$ cat src/pkg/gpio_sense_consts.vh
// Register offsets, field positions, reset values and codes of the sense-latch GPIO port.
`ifndef GPIO_SENSE_CONSTS_VH
`define GPIO_SENSE_CONSTS_VH

`define ADDR_W 12
`define OFS_OUT_VALUE 12'h504
`define OFS_OUT_SET 12'h508
`define OFS_OUT_CLEAR 12'h50c
`define OFS_IN_VALUE 12'h510
`define OFS_DIR_VALUE 12'h514
`define OFS_DIR_SET 12'h518
`define OFS_DIR_CLEAR 12'h51c
`define OFS_SENSE_LATCH_FLAGS 12'h520
`define OFS_DETECT_SOURCE_SELECT 12'h524
`define OFS_PIN_CONFIG_BASE 12'h700
`define OFS_PIN_CONFIG_LAST 12'h77c

`define PIN_CONFIG_RESET 32'h00000002
`define PIN_CONFIG_MASK 32'h0003070f
`define CFG_DIR_BIT 0
`define CFG_DISCONNECT_BIT 1
`define CFG_PULL_LSB 2
`define CFG_PULL_MSB 3
`define CFG_DRIVE_LSB 8
`define CFG_DRIVE_MSB 10
`define CFG_SENSE_LSB 16
`define CFG_SENSE_MSB 17

`define PULL_DOWN 2'h1
`define PULL_UP 2'h3
`define SENSE_HIGH 2'h2
`define SENSE_LOW 2'h3

`endif

$ cat src/hw/gpio_sense_latch_port.v
// GPIO port with per-pin configuration, level sensing, sticky sense flags and an APB register slave.
//
// Local design decisions: the APB slave port and the register offsets.
`timescale 1ns/1ps
`include "gpio_sense_consts.vh"

module gpio_sense_latch_port
#(
  parameter NUM_PINS = 32
)
(
  // APB clock and reset
  input wire pclk,
  input wire presetn,
  // APB slave
  input wire psel,
  input wire penable,
  input wire pwrite,
  input wire [`ADDR_W-1:0] paddr,
  input wire [31:0] pwdata,
  output reg [31:0] prdata,
  output reg pready,
  output reg pslverr,
  // Pad side
  input wire [NUM_PINS-1:0] pin_in,
  output reg [NUM_PINS-1:0] pin_out,
  output reg [NUM_PINS-1:0] pin_oe,
  output reg [NUM_PINS-1:0] pin_in_enable,
  output reg [NUM_PINS-1:0] pin_pull_up,
  output reg [NUM_PINS-1:0] pin_pull_down,
  output reg [NUM_PINS-1:0] pin_high_drive0,
  output reg [NUM_PINS-1:0] pin_high_drive1,
  // Peripheral override
  input wire [NUM_PINS-1:0] periph_take,
  input wire [NUM_PINS-1:0] periph_out,
  input wire [NUM_PINS-1:0] periph_oe,
  output reg [NUM_PINS-1:0] periph_in,
  // Detect outputs
  output reg [NUM_PINS-1:0] level_detect,
  output reg latched_detect,
  output reg port_detect,
  output reg port_change_event
);

  // ---------------------------------------------------------------
  // Decoding helpers
  // ---------------------------------------------------------------

  // True when the address selects one of the pin_config words.
  function is_config;
    input [`ADDR_W-1:0] addr;
    begin
      is_config = (addr >= `OFS_PIN_CONFIG_BASE) && (addr <= `OFS_PIN_CONFIG_LAST) && (addr[1:0] == 2'h0);
    end
  endfunction

  // Pin index of a pin_config address.
  function [4:0] config_index;
    input [`ADDR_W-1:0] addr;
    reg [`ADDR_W-1:0] diff;
    begin
      diff = addr - `OFS_PIN_CONFIG_BASE;
      config_index = diff[6:2];
    end
  endfunction

  // True when the address is a mapped register.
  function is_mapped;
    input [`ADDR_W-1:0] addr;
    begin
      case (addr)
        `OFS_OUT_VALUE, `OFS_OUT_SET, `OFS_OUT_CLEAR, `OFS_IN_VALUE, `OFS_DIR_VALUE, `OFS_DIR_SET,
        `OFS_DIR_CLEAR, `OFS_SENSE_LATCH_FLAGS, `OFS_DETECT_SOURCE_SELECT:
          is_mapped = 1'b1;
        default:
          is_mapped = is_config(addr) && (config_index(addr) < NUM_PINS);
      endcase
    end
  endfunction

  // ---------------------------------------------------------------
  // Registers
  // ---------------------------------------------------------------

  reg [NUM_PINS-1:0] out_value;
  reg [NUM_PINS-1:0] dir_value;
  reg [NUM_PINS-1:0] sense_latch_flags;
  reg detect_source_select;
  reg [31:0] pin_config [0:NUM_PINS-1];

  reg [NUM_PINS-1:0] sync1;
  reg [NUM_PINS-1:0] sync2;
  reg [NUM_PINS-1:0] sync3;
  reg [NUM_PINS-1:0] in_value;

  wire [NUM_PINS-1:0] pin_connected;
  wire [NUM_PINS-1:0] next_level_detect;
  wire [NUM_PINS-1:0] pin_dir;
  wire [NUM_PINS-1:0] next_pin_oe;
  wire [NUM_PINS-1:0] next_pin_out;
  wire [NUM_PINS-1:0] cfg_high0;
  wire [NUM_PINS-1:0] cfg_high1;
  wire [NUM_PINS-1:0] cfg_pull_up;
  wire [NUM_PINS-1:0] cfg_pull_down;

  wire access = psel && penable;
  wire write_now = access && pready && pwrite;
  wire latch_clear_write = write_now && (paddr == `OFS_SENSE_LATCH_FLAGS);

  // ---------------------------------------------------------------
  // Input synchroniser
  // ---------------------------------------------------------------

  // Three stages; the settled value moves only once stages two and three agree.
  always @(posedge pclk or negedge presetn)
  begin
    if (!presetn)
    begin
      sync1 <= {NUM_PINS{1'b0}};
      sync2 <= {NUM_PINS{1'b0}};
      sync3 <= {NUM_PINS{1'b0}};
      in_value <= {NUM_PINS{1'b0}};
    end
    else
    begin
      sync1 <= pin_in;
      sync2 <= sync1;
      sync3 <= sync2;
      in_value <= (sync2 & sync3) | (in_value & (sync2 | sync3));
    end
  end

  // ---------------------------------------------------------------
  // Per-pin configuration decode
  // ---------------------------------------------------------------

  genvar g;
  generate
    for (g = 0; g < NUM_PINS; g = g + 1)
    begin : pin_slice
      wire [31:0] cfg = pin_config[g];
      wire [1:0] sense = cfg[`CFG_SENSE_MSB:`CFG_SENSE_LSB];
      wire [2:0] drive = cfg[`CFG_DRIVE_MSB:`CFG_DRIVE_LSB];
      wire [1:0] pull = cfg[`CFG_PULL_MSB:`CFG_PULL_LSB];
      wire own_oe;
      assign pin_connected[g] = ~cfg[`CFG_DISCONNECT_BIT];
      assign pin_dir[g] = dir_value[g];
      // Sensing sees only a connected input; any other sense code disables it.
      assign next_level_detect[g] = pin_connected[g] &&
        (((sense == `SENSE_HIGH) && in_value[g]) || ((sense == `SENSE_LOW) && !in_value[g]));
      // Drive codes 4 and 5 release the low level, 6 and 7 release the high level.
      assign own_oe = pin_dir[g] && !((drive[2:1] == 2'h2) && !out_value[g]) &&
        !((drive[2:1] == 2'h3) && out_value[g]);
      assign next_pin_oe[g] = periph_take[g] ? periph_oe[g] : own_oe;
      assign next_pin_out[g] = periph_take[g] ? periph_out[g] : out_value[g];
      assign cfg_high0[g] = (drive == 3'h1) || (drive == 3'h3) || (drive == 3'h7);
      assign cfg_high1[g] = (drive == 3'h2) || (drive == 3'h3) || (drive == 3'h5);
      assign cfg_pull_up[g] = (pull == `PULL_UP);
      assign cfg_pull_down[g] = (pull == `PULL_DOWN);
    end
  endgenerate

  // ---------------------------------------------------------------
  // Pad and peripheral outputs
  // ---------------------------------------------------------------

  always @(posedge pclk or negedge presetn)
  begin
    if (!presetn)
    begin
      pin_out <= {NUM_PINS{1'b0}};
      pin_oe <= {NUM_PINS{1'b0}};
      pin_in_enable <= {NUM_PINS{1'b0}};
      pin_pull_up <= {NUM_PINS{1'b0}};
      pin_pull_down <= {NUM_PINS{1'b0}};
      pin_high_drive0 <= {NUM_PINS{1'b0}};
      pin_high_drive1 <= {NUM_PINS{1'b0}};
      periph_in <= {NUM_PINS{1'b0}};
    end
    else
    begin
      pin_out <= next_pin_out;
      pin_oe <= next_pin_oe;
      pin_in_enable <= pin_connected;
      pin_pull_up <= cfg_pull_up;
      pin_pull_down <= cfg_pull_down;
      pin_high_drive0 <= cfg_high0;
      pin_high_drive1 <= cfg_high1;
      periph_in <= in_value & pin_connected;
    end
  end

  // ---------------------------------------------------------------
  // Detect, sticky flags and port detect
  // ---------------------------------------------------------------

  // Clear requests drop only for bits whose detect is low; a new detect wins over a clear.
  wire [NUM_PINS-1:0] clear_mask = latch_clear_write ? pwdata[NUM_PINS-1:0] : {NUM_PINS{1'b0}};
  wire [NUM_PINS-1:0] detect_rise = next_level_detect & ~level_detect;
  wire [NUM_PINS-1:0] next_flags = (sense_latch_flags & ~(clear_mask & ~level_detect)) | detect_rise;
  // A clear write forces one low cycle so remaining flags give a new rising edge.
  wire next_latched = (|next_flags) && !latch_clear_write;
  wire next_port_detect = detect_source_select ? latched_detect : (|level_detect);

  // Nothing here is gated by the sleep state, so wake-up works in deep sleep.
  always @(posedge pclk or negedge presetn)
  begin
    if (!presetn)
    begin
      level_detect <= {NUM_PINS{1'b0}};
      sense_latch_flags <= {NUM_PINS{1'b0}};
      latched_detect <= 1'b0;
      port_detect <= 1'b0;
      port_change_event <= 1'b0;
    end
    else
    begin
      level_detect <= next_level_detect;
      sense_latch_flags <= next_flags;
      latched_detect <= next_latched;
      port_detect <= next_port_detect;
      port_change_event <= next_port_detect && !port_detect;
    end
  end

  // ---------------------------------------------------------------
  // Software-written registers
  // ---------------------------------------------------------------

  // pin_config is reset only by presetn, which the power manager keeps high through
  // low-power states, so its contents are retained.
  integer i;
  always @(posedge pclk or negedge presetn)
  begin
    if (!presetn)
    begin
      out_value <= {NUM_PINS{1'b0}};
      dir_value <= {NUM_PINS{1'b0}};
      detect_source_select <= 1'b0;
      for (i = 0; i < NUM_PINS; i = i + 1)
      begin
        pin_config[i] <= `PIN_CONFIG_RESET;
      end
    end
    else if (write_now)
    begin
      case (paddr)
        `OFS_OUT_VALUE:
          out_value <= pwdata[NUM_PINS-1:0];
        `OFS_OUT_SET:
          out_value <= out_value | pwdata[NUM_PINS-1:0];
        `OFS_OUT_CLEAR:
          out_value <= out_value & ~pwdata[NUM_PINS-1:0];
        `OFS_DIR_VALUE:
          dir_value <= pwdata[NUM_PINS-1:0];
        `OFS_DIR_SET:
          dir_value <= dir_value | pwdata[NUM_PINS-1:0];
        `OFS_DIR_CLEAR:
          dir_value <= dir_value & ~pwdata[NUM_PINS-1:0];
        `OFS_DETECT_SOURCE_SELECT:
          detect_source_select <= pwdata[0];
        default:
        begin
          if (is_mapped(paddr) && is_config(paddr))
          begin
            pin_config[config_index(paddr)] <= pwdata & `PIN_CONFIG_MASK;
          end
        end
      endcase
    end
  end

  // ---------------------------------------------------------------
  // APB read path
  // ---------------------------------------------------------------

  reg [31:0] read_word;
  always @*
  begin
    read_word = 32'h00000000;
    case (paddr)
      `OFS_OUT_VALUE, `OFS_OUT_SET, `OFS_OUT_CLEAR:
        read_word[NUM_PINS-1:0] = out_value;
      `OFS_IN_VALUE:
        read_word[NUM_PINS-1:0] = in_value & pin_connected;
      `OFS_DIR_VALUE, `OFS_DIR_SET, `OFS_DIR_CLEAR:
        read_word[NUM_PINS-1:0] = dir_value;
      `OFS_SENSE_LATCH_FLAGS:
        read_word[NUM_PINS-1:0] = sense_latch_flags;
      `OFS_DETECT_SOURCE_SELECT:
        read_word[0] = detect_source_select;
      default:
      begin
        if (is_mapped(paddr) && is_config(paddr))
        begin
          read_word = pin_config[config_index(paddr)];
        end
      end
    endcase
  end

  // One wait state: data and error are captured in the first access cycle,
  // pready rises in the second, when the write also takes effect.
  always @(posedge pclk or negedge presetn)
  begin
    if (!presetn)
    begin
      pready <= 1'b0;
      pslverr <= 1'b0;
      prdata <= 32'h00000000;
    end
    else
    begin
      pready <= access && !pready;
      if (access && !pready)
      begin
        pslverr <= !is_mapped(paddr);
        prdata <= (pwrite || !is_mapped(paddr)) ? 32'h00000000 : read_word;
      end
      else
      begin
        pslverr <= 1'b0;
      end
    end
  end

endmodule

$ cat config.mk
export PLATFORM = sky130hd
export DESIGN_NAME = gpio_sense_latch_port
export DESIGN_NICKNAME = d
export VERILOG_FILES = /design/src/hw/gpio_sense_latch_port.v
export VERILOG_INCLUDE_DIRS = /design/src /design/src/pkg
export SDC_FILE = /design/constraint.sdc
export NUM_CORES = 1
export LEC_CHECK = 0
export BUFFER_PORTS_ARGS = -buffer_cell sky130_fd_sc_hd__buf_2
export CORE_MARGIN = 2
export CORE_UTILIZATION = 55
export DETAILED_ROUTE_END_ITERATION = 10
export PLACE_DENSITY = 0.81
export SLEW_MARGIN = 20
export SYNTH_ARGS = -nofsm -noshare
export SYNTH_HDL_FRONTEND = slang
export SYNTH_SLANG_ARGS = --single-unit
export TNS_END_PERCENT = 50
$ cat constraint.sdc
create_clock -name pclk -period 4 [get_ports pclk]
set_clock_uncertainty 0.15 [all_clocks]
set_input_delay 0.2 -clock pclk [delete_from_list [all_inputs] [get_ports pclk]]
set_output_delay 0.2 -clock pclk [all_outputs]
set_load 0.02 [all_outputs]
==> summary.txt <==
Outcome: complete, no violations
Cell count of the worst hold path: 2
Max clock buf depth: 3
Yosys cell types: 56
Met2 GRT Util: 0.5642
Slowest-stage cell, CP: nor2_2
Most instantiated library cell after synthesis: dfrtp_1
Area added between synthesis and finish: 26.34%
Grt total ovfl: 0
GR Util met1: 0.4821
Die H: 251.0 um
Fin crit share: 0.7549
Sequential power share: 0.483
Root Buffer: clkbuf_16
Maximum net fanout on the critical path: 28
Clk sinks: 838
Mapped Cells: 2451
P_int: 0.01395 W
Sw Share: 0.2283
Vias in the first global route: 26360
Switch Pwr: 0.004127 W
Routed Antenna Nets: 0
Leakage: 20.15 nW
Reg clk slew, reported paths: 0.06 ns
Hold Vio Cnt, Final: 0
Largest area contributor in the netlist: dfrtp_1
Fmax achieved: 0.3312 GHz
GP Congestion: 0.9341
Worst Setup End Kind: flop
Pwr Density: 426.4 mW/mm^2
Layout cell share with drive strength beyond 1: 0.3559
Reg2reg setup slack: 0.98 ns
Port bufs: 501
Clock share of power: 0.458
Critical path depth: 6
Setup CP Type: flop to flop
Ys Warns: 0
Startpoint Class: flop
Share of the synthesized area in the top cell type: 0.6011
DRT iter0 DRCs: 2889
Worst skew pair latency: 0.64 ns
Reg2reg end: pin_slice[10].cfg[10]$_DFFE_PN0P_
Final number of setup-violating endpoints: 0
Worst Hold Path EP: sync1[9]$_DFF_PN0_
Horiz. Die Dim: 251.0 um
Die area: 0.06300 mm^2
Post-synthesis adder-cell area fraction: 0.009545
Placed Instance Area: 0.03729 mm^2
Logic gate share of total power: 0.059
TNS Setup: 0 ns
Drt total wl: 113400 um
Fin nets: 3396
Worst rel slew slack: 0.2479
Main synth FF type: dfrtp_1
Max-cap violations: 0
Synthesized-area fraction occupied by and/or/nand/nor cells: 0.08375
CP Cell Sequence: nand4_1, buf_4, nor2_1, nand3b_1, nor2_2, mux2_2
Ports: 502
Initial Util: 0.5559
Grt peak-use layer: met2
Synth Cell Area: 0.03356 mm^2
Final worst path period need: 3.020 ns
Synth top cells by count: 806 x dfrtp_1, 321 x mux2_2, 178 x nand2_1
Hold WC Path Type: input port to flop
HP Start: pin_in[9]
Slowest stage delay, CP: 0.75 ns
Largest family of logic cells by synthesized area: multiplexers
Async S/R FF share, synth: 1.000
Met3 Usage GRT: 0.08687
#FFs+latches synth: 838
CTS buffer count: 84
WL per Instance: 27.84 um
Largest net degree at the start of global routing: 109
Hpwl dp: 77330 um
Worst Tran Pin Value: 1.119 ns
WP data arrival: 3.37 ns
Max FFs per register: 288
DRC: 0
Worst Path Required: 4.35 ns
Sequential-to-total area share from yosys stat: 0.6261
Worst path bufs/invs: 1
Pre-Repair DR Iteration Count: 6
Final non-filler cell area: 0.04239 mm^2
RR Startpoint: pready$_DFF_PN0_
CTS tree: built
Synth area leaders: dfrtp_1 60%, mux2_2 11%, mux4_2 5.2%
CTS H-tree depth: 3
Syn nets: 2628
Core area: 0.06036 mm^2
Post-synth EDFFs: 0
Vias/cell: 6.245
Global-route wire length before repair: 168300 um
Reg2reg path depth: 6
CP delay by family, top: simple AND/OR/NAND/NOR gates
Peak VDD IR: 0.0003158 V
Post-Syn Area per Cell: 13.69 um^2
Initial antenna violation count: 3
Vias: 25440
GRT Overall Usage: 0.3608
Cell row count: 90
Synth Area in XOR/XNOR: 0.01670
Post-synthesis mux area share: 0.1601
RSZ-0062 raised after global routing: no
Max Slew Vio Count: 0
Compound-cell area share of the yosys netlist: 0.08166
layout by cell type (no fill, tap or decap), types with 15 or more instances in the layout:
| master | count |
|---|---|
| a21boi_0 | 32 |
| a21oi_1 | 25 |
| a221oi_1 | 23 |
| a22o_1 | 96 |
| a31oi_1 | 25 |
| and2_1 | 32 |
| and3_1 | 29 |
| buf_2 | 498 |
| buf_4 | 72 |
| clkbuf_1 | 18 |
| clkbuf_16 | 87 |
| clkbuf_8 | 18 |
| clkinv_2 | 16 |
| dfrtp_1 | 806 |
| dfstp_2 | 32 |
| dlygate4sd3_1 | 218 |
| inv_1 | 70 |
| maj3_1 | 32 |
| mux2_2 | 321 |
| mux4_2 | 78 |
| nand2_1 | 178 |
| nand3_1 | 48 |
| nor2_1 | 36 |
| nor2_2 | 15 |
| nor2b_1 | 68 |
| nor3b_1 | 26 |
| nor4_1 | 17 |
| nor4b_1 | 25 |
| o21ai_0 | 150 |
| o21ai_1 | 21 |
| xnor2_1 | 32 |
| xor2_1 | 32 |
through the flow:
step	instances	utilization	hold slack (ns)	setup slack, ns	total power [W]
3_3_place_gp	3697	0.6179	0.1579	0.8399	0.009726
5_1_grt	4071	0.7023	0.05712	0.8921	0.01858
4_1_cts	4069	0.7022	0.01893	1.043	0.01808
6_report	4073	0.7024	0.04935	0.9805	0.01807
3_5_place_dp	3697	0.6179	0.1593	0.7158	0.009751
2_1_floorplan	2451	-	-0.2456	1.499	0.009199
power groups by stage:
stage               combinational, W  clock [W]  sequential (W)
floorplan                   0.000271          0         0.00893
global placement            0.000859          0         0.00887
detailed placement          0.000880          0         0.00887
CTS                          0.00105    0.00831         0.00872
global route                 0.00114    0.00871         0.00873
finish                       0.00107    0.00828         0.00873
repair_timing:
action                                 4_1_cts  5_1_grt
endpoints found under the hold margin      253        0
gates resized for setup                      0        0
hold buffers                               218        0
setup buffers                                0        0
routing by layer:
metal	wire length (um)	up-vias	share of wire
met4	5766	2	0.051
met1	43360	13020	0.38
li1	-	10380	-
met5	13	-	0.00011
met3	11310	361	0.10
met2	52940	1679	0.47
cells by family (layout without fill, tap and decap cells):
kind of cell,Yosys count,count (layout)
compound gates,410,410
flops,838,838
simple gates,523,523
mux,399,399
other cells,0,4
fa+ha+maj,32,32
xor+xnor,64,64
buf+inv,185,1021
worst max path at each step:
stage,to,slack (ns),startpoint
final,pin_slice[10].cfg[10]$_DFFE_PN0P_,0.98,pready$_DFF_PN0_
after global routing,pin_slice[10].cfg[10]$_DFFE_PN0P_,0.89,pready$_DFF_PN0_
after CTS,pin_slice[10].cfg[10]$_DFFE_PN0P_,1.04,pready$_DFF_PN0_
after detailed placement,latched_detect$_DFF_PN0_,0.72,paddr[6]
after global placement,latched_detect$_DFF_PN0_,0.84,paddr[6]
after floorplan,latched_detect$_DFF_PN0_,1.50,pready$_DFF_PN0_
area by class of cell:
| cell class | instances | area (um^2) |
|---|---|---|
| Tap cell | 782 | 978.4 |
| Timing Repair Buffer | 797 | 5390 |
| Clock inverter | 31 | 415.4 |
| Fill cell | 3937 | 17960 |
| Inverter | 70 | 262.8 |
| Multi-Input combinational cell | 1428 | 11830 |
| Clock buffer | 123 | 2492 |
| Sequential cell | 838 | 21010 |
| Antenna cell | 4 | 10.01 |
Power figures use the tool's default switching activity.
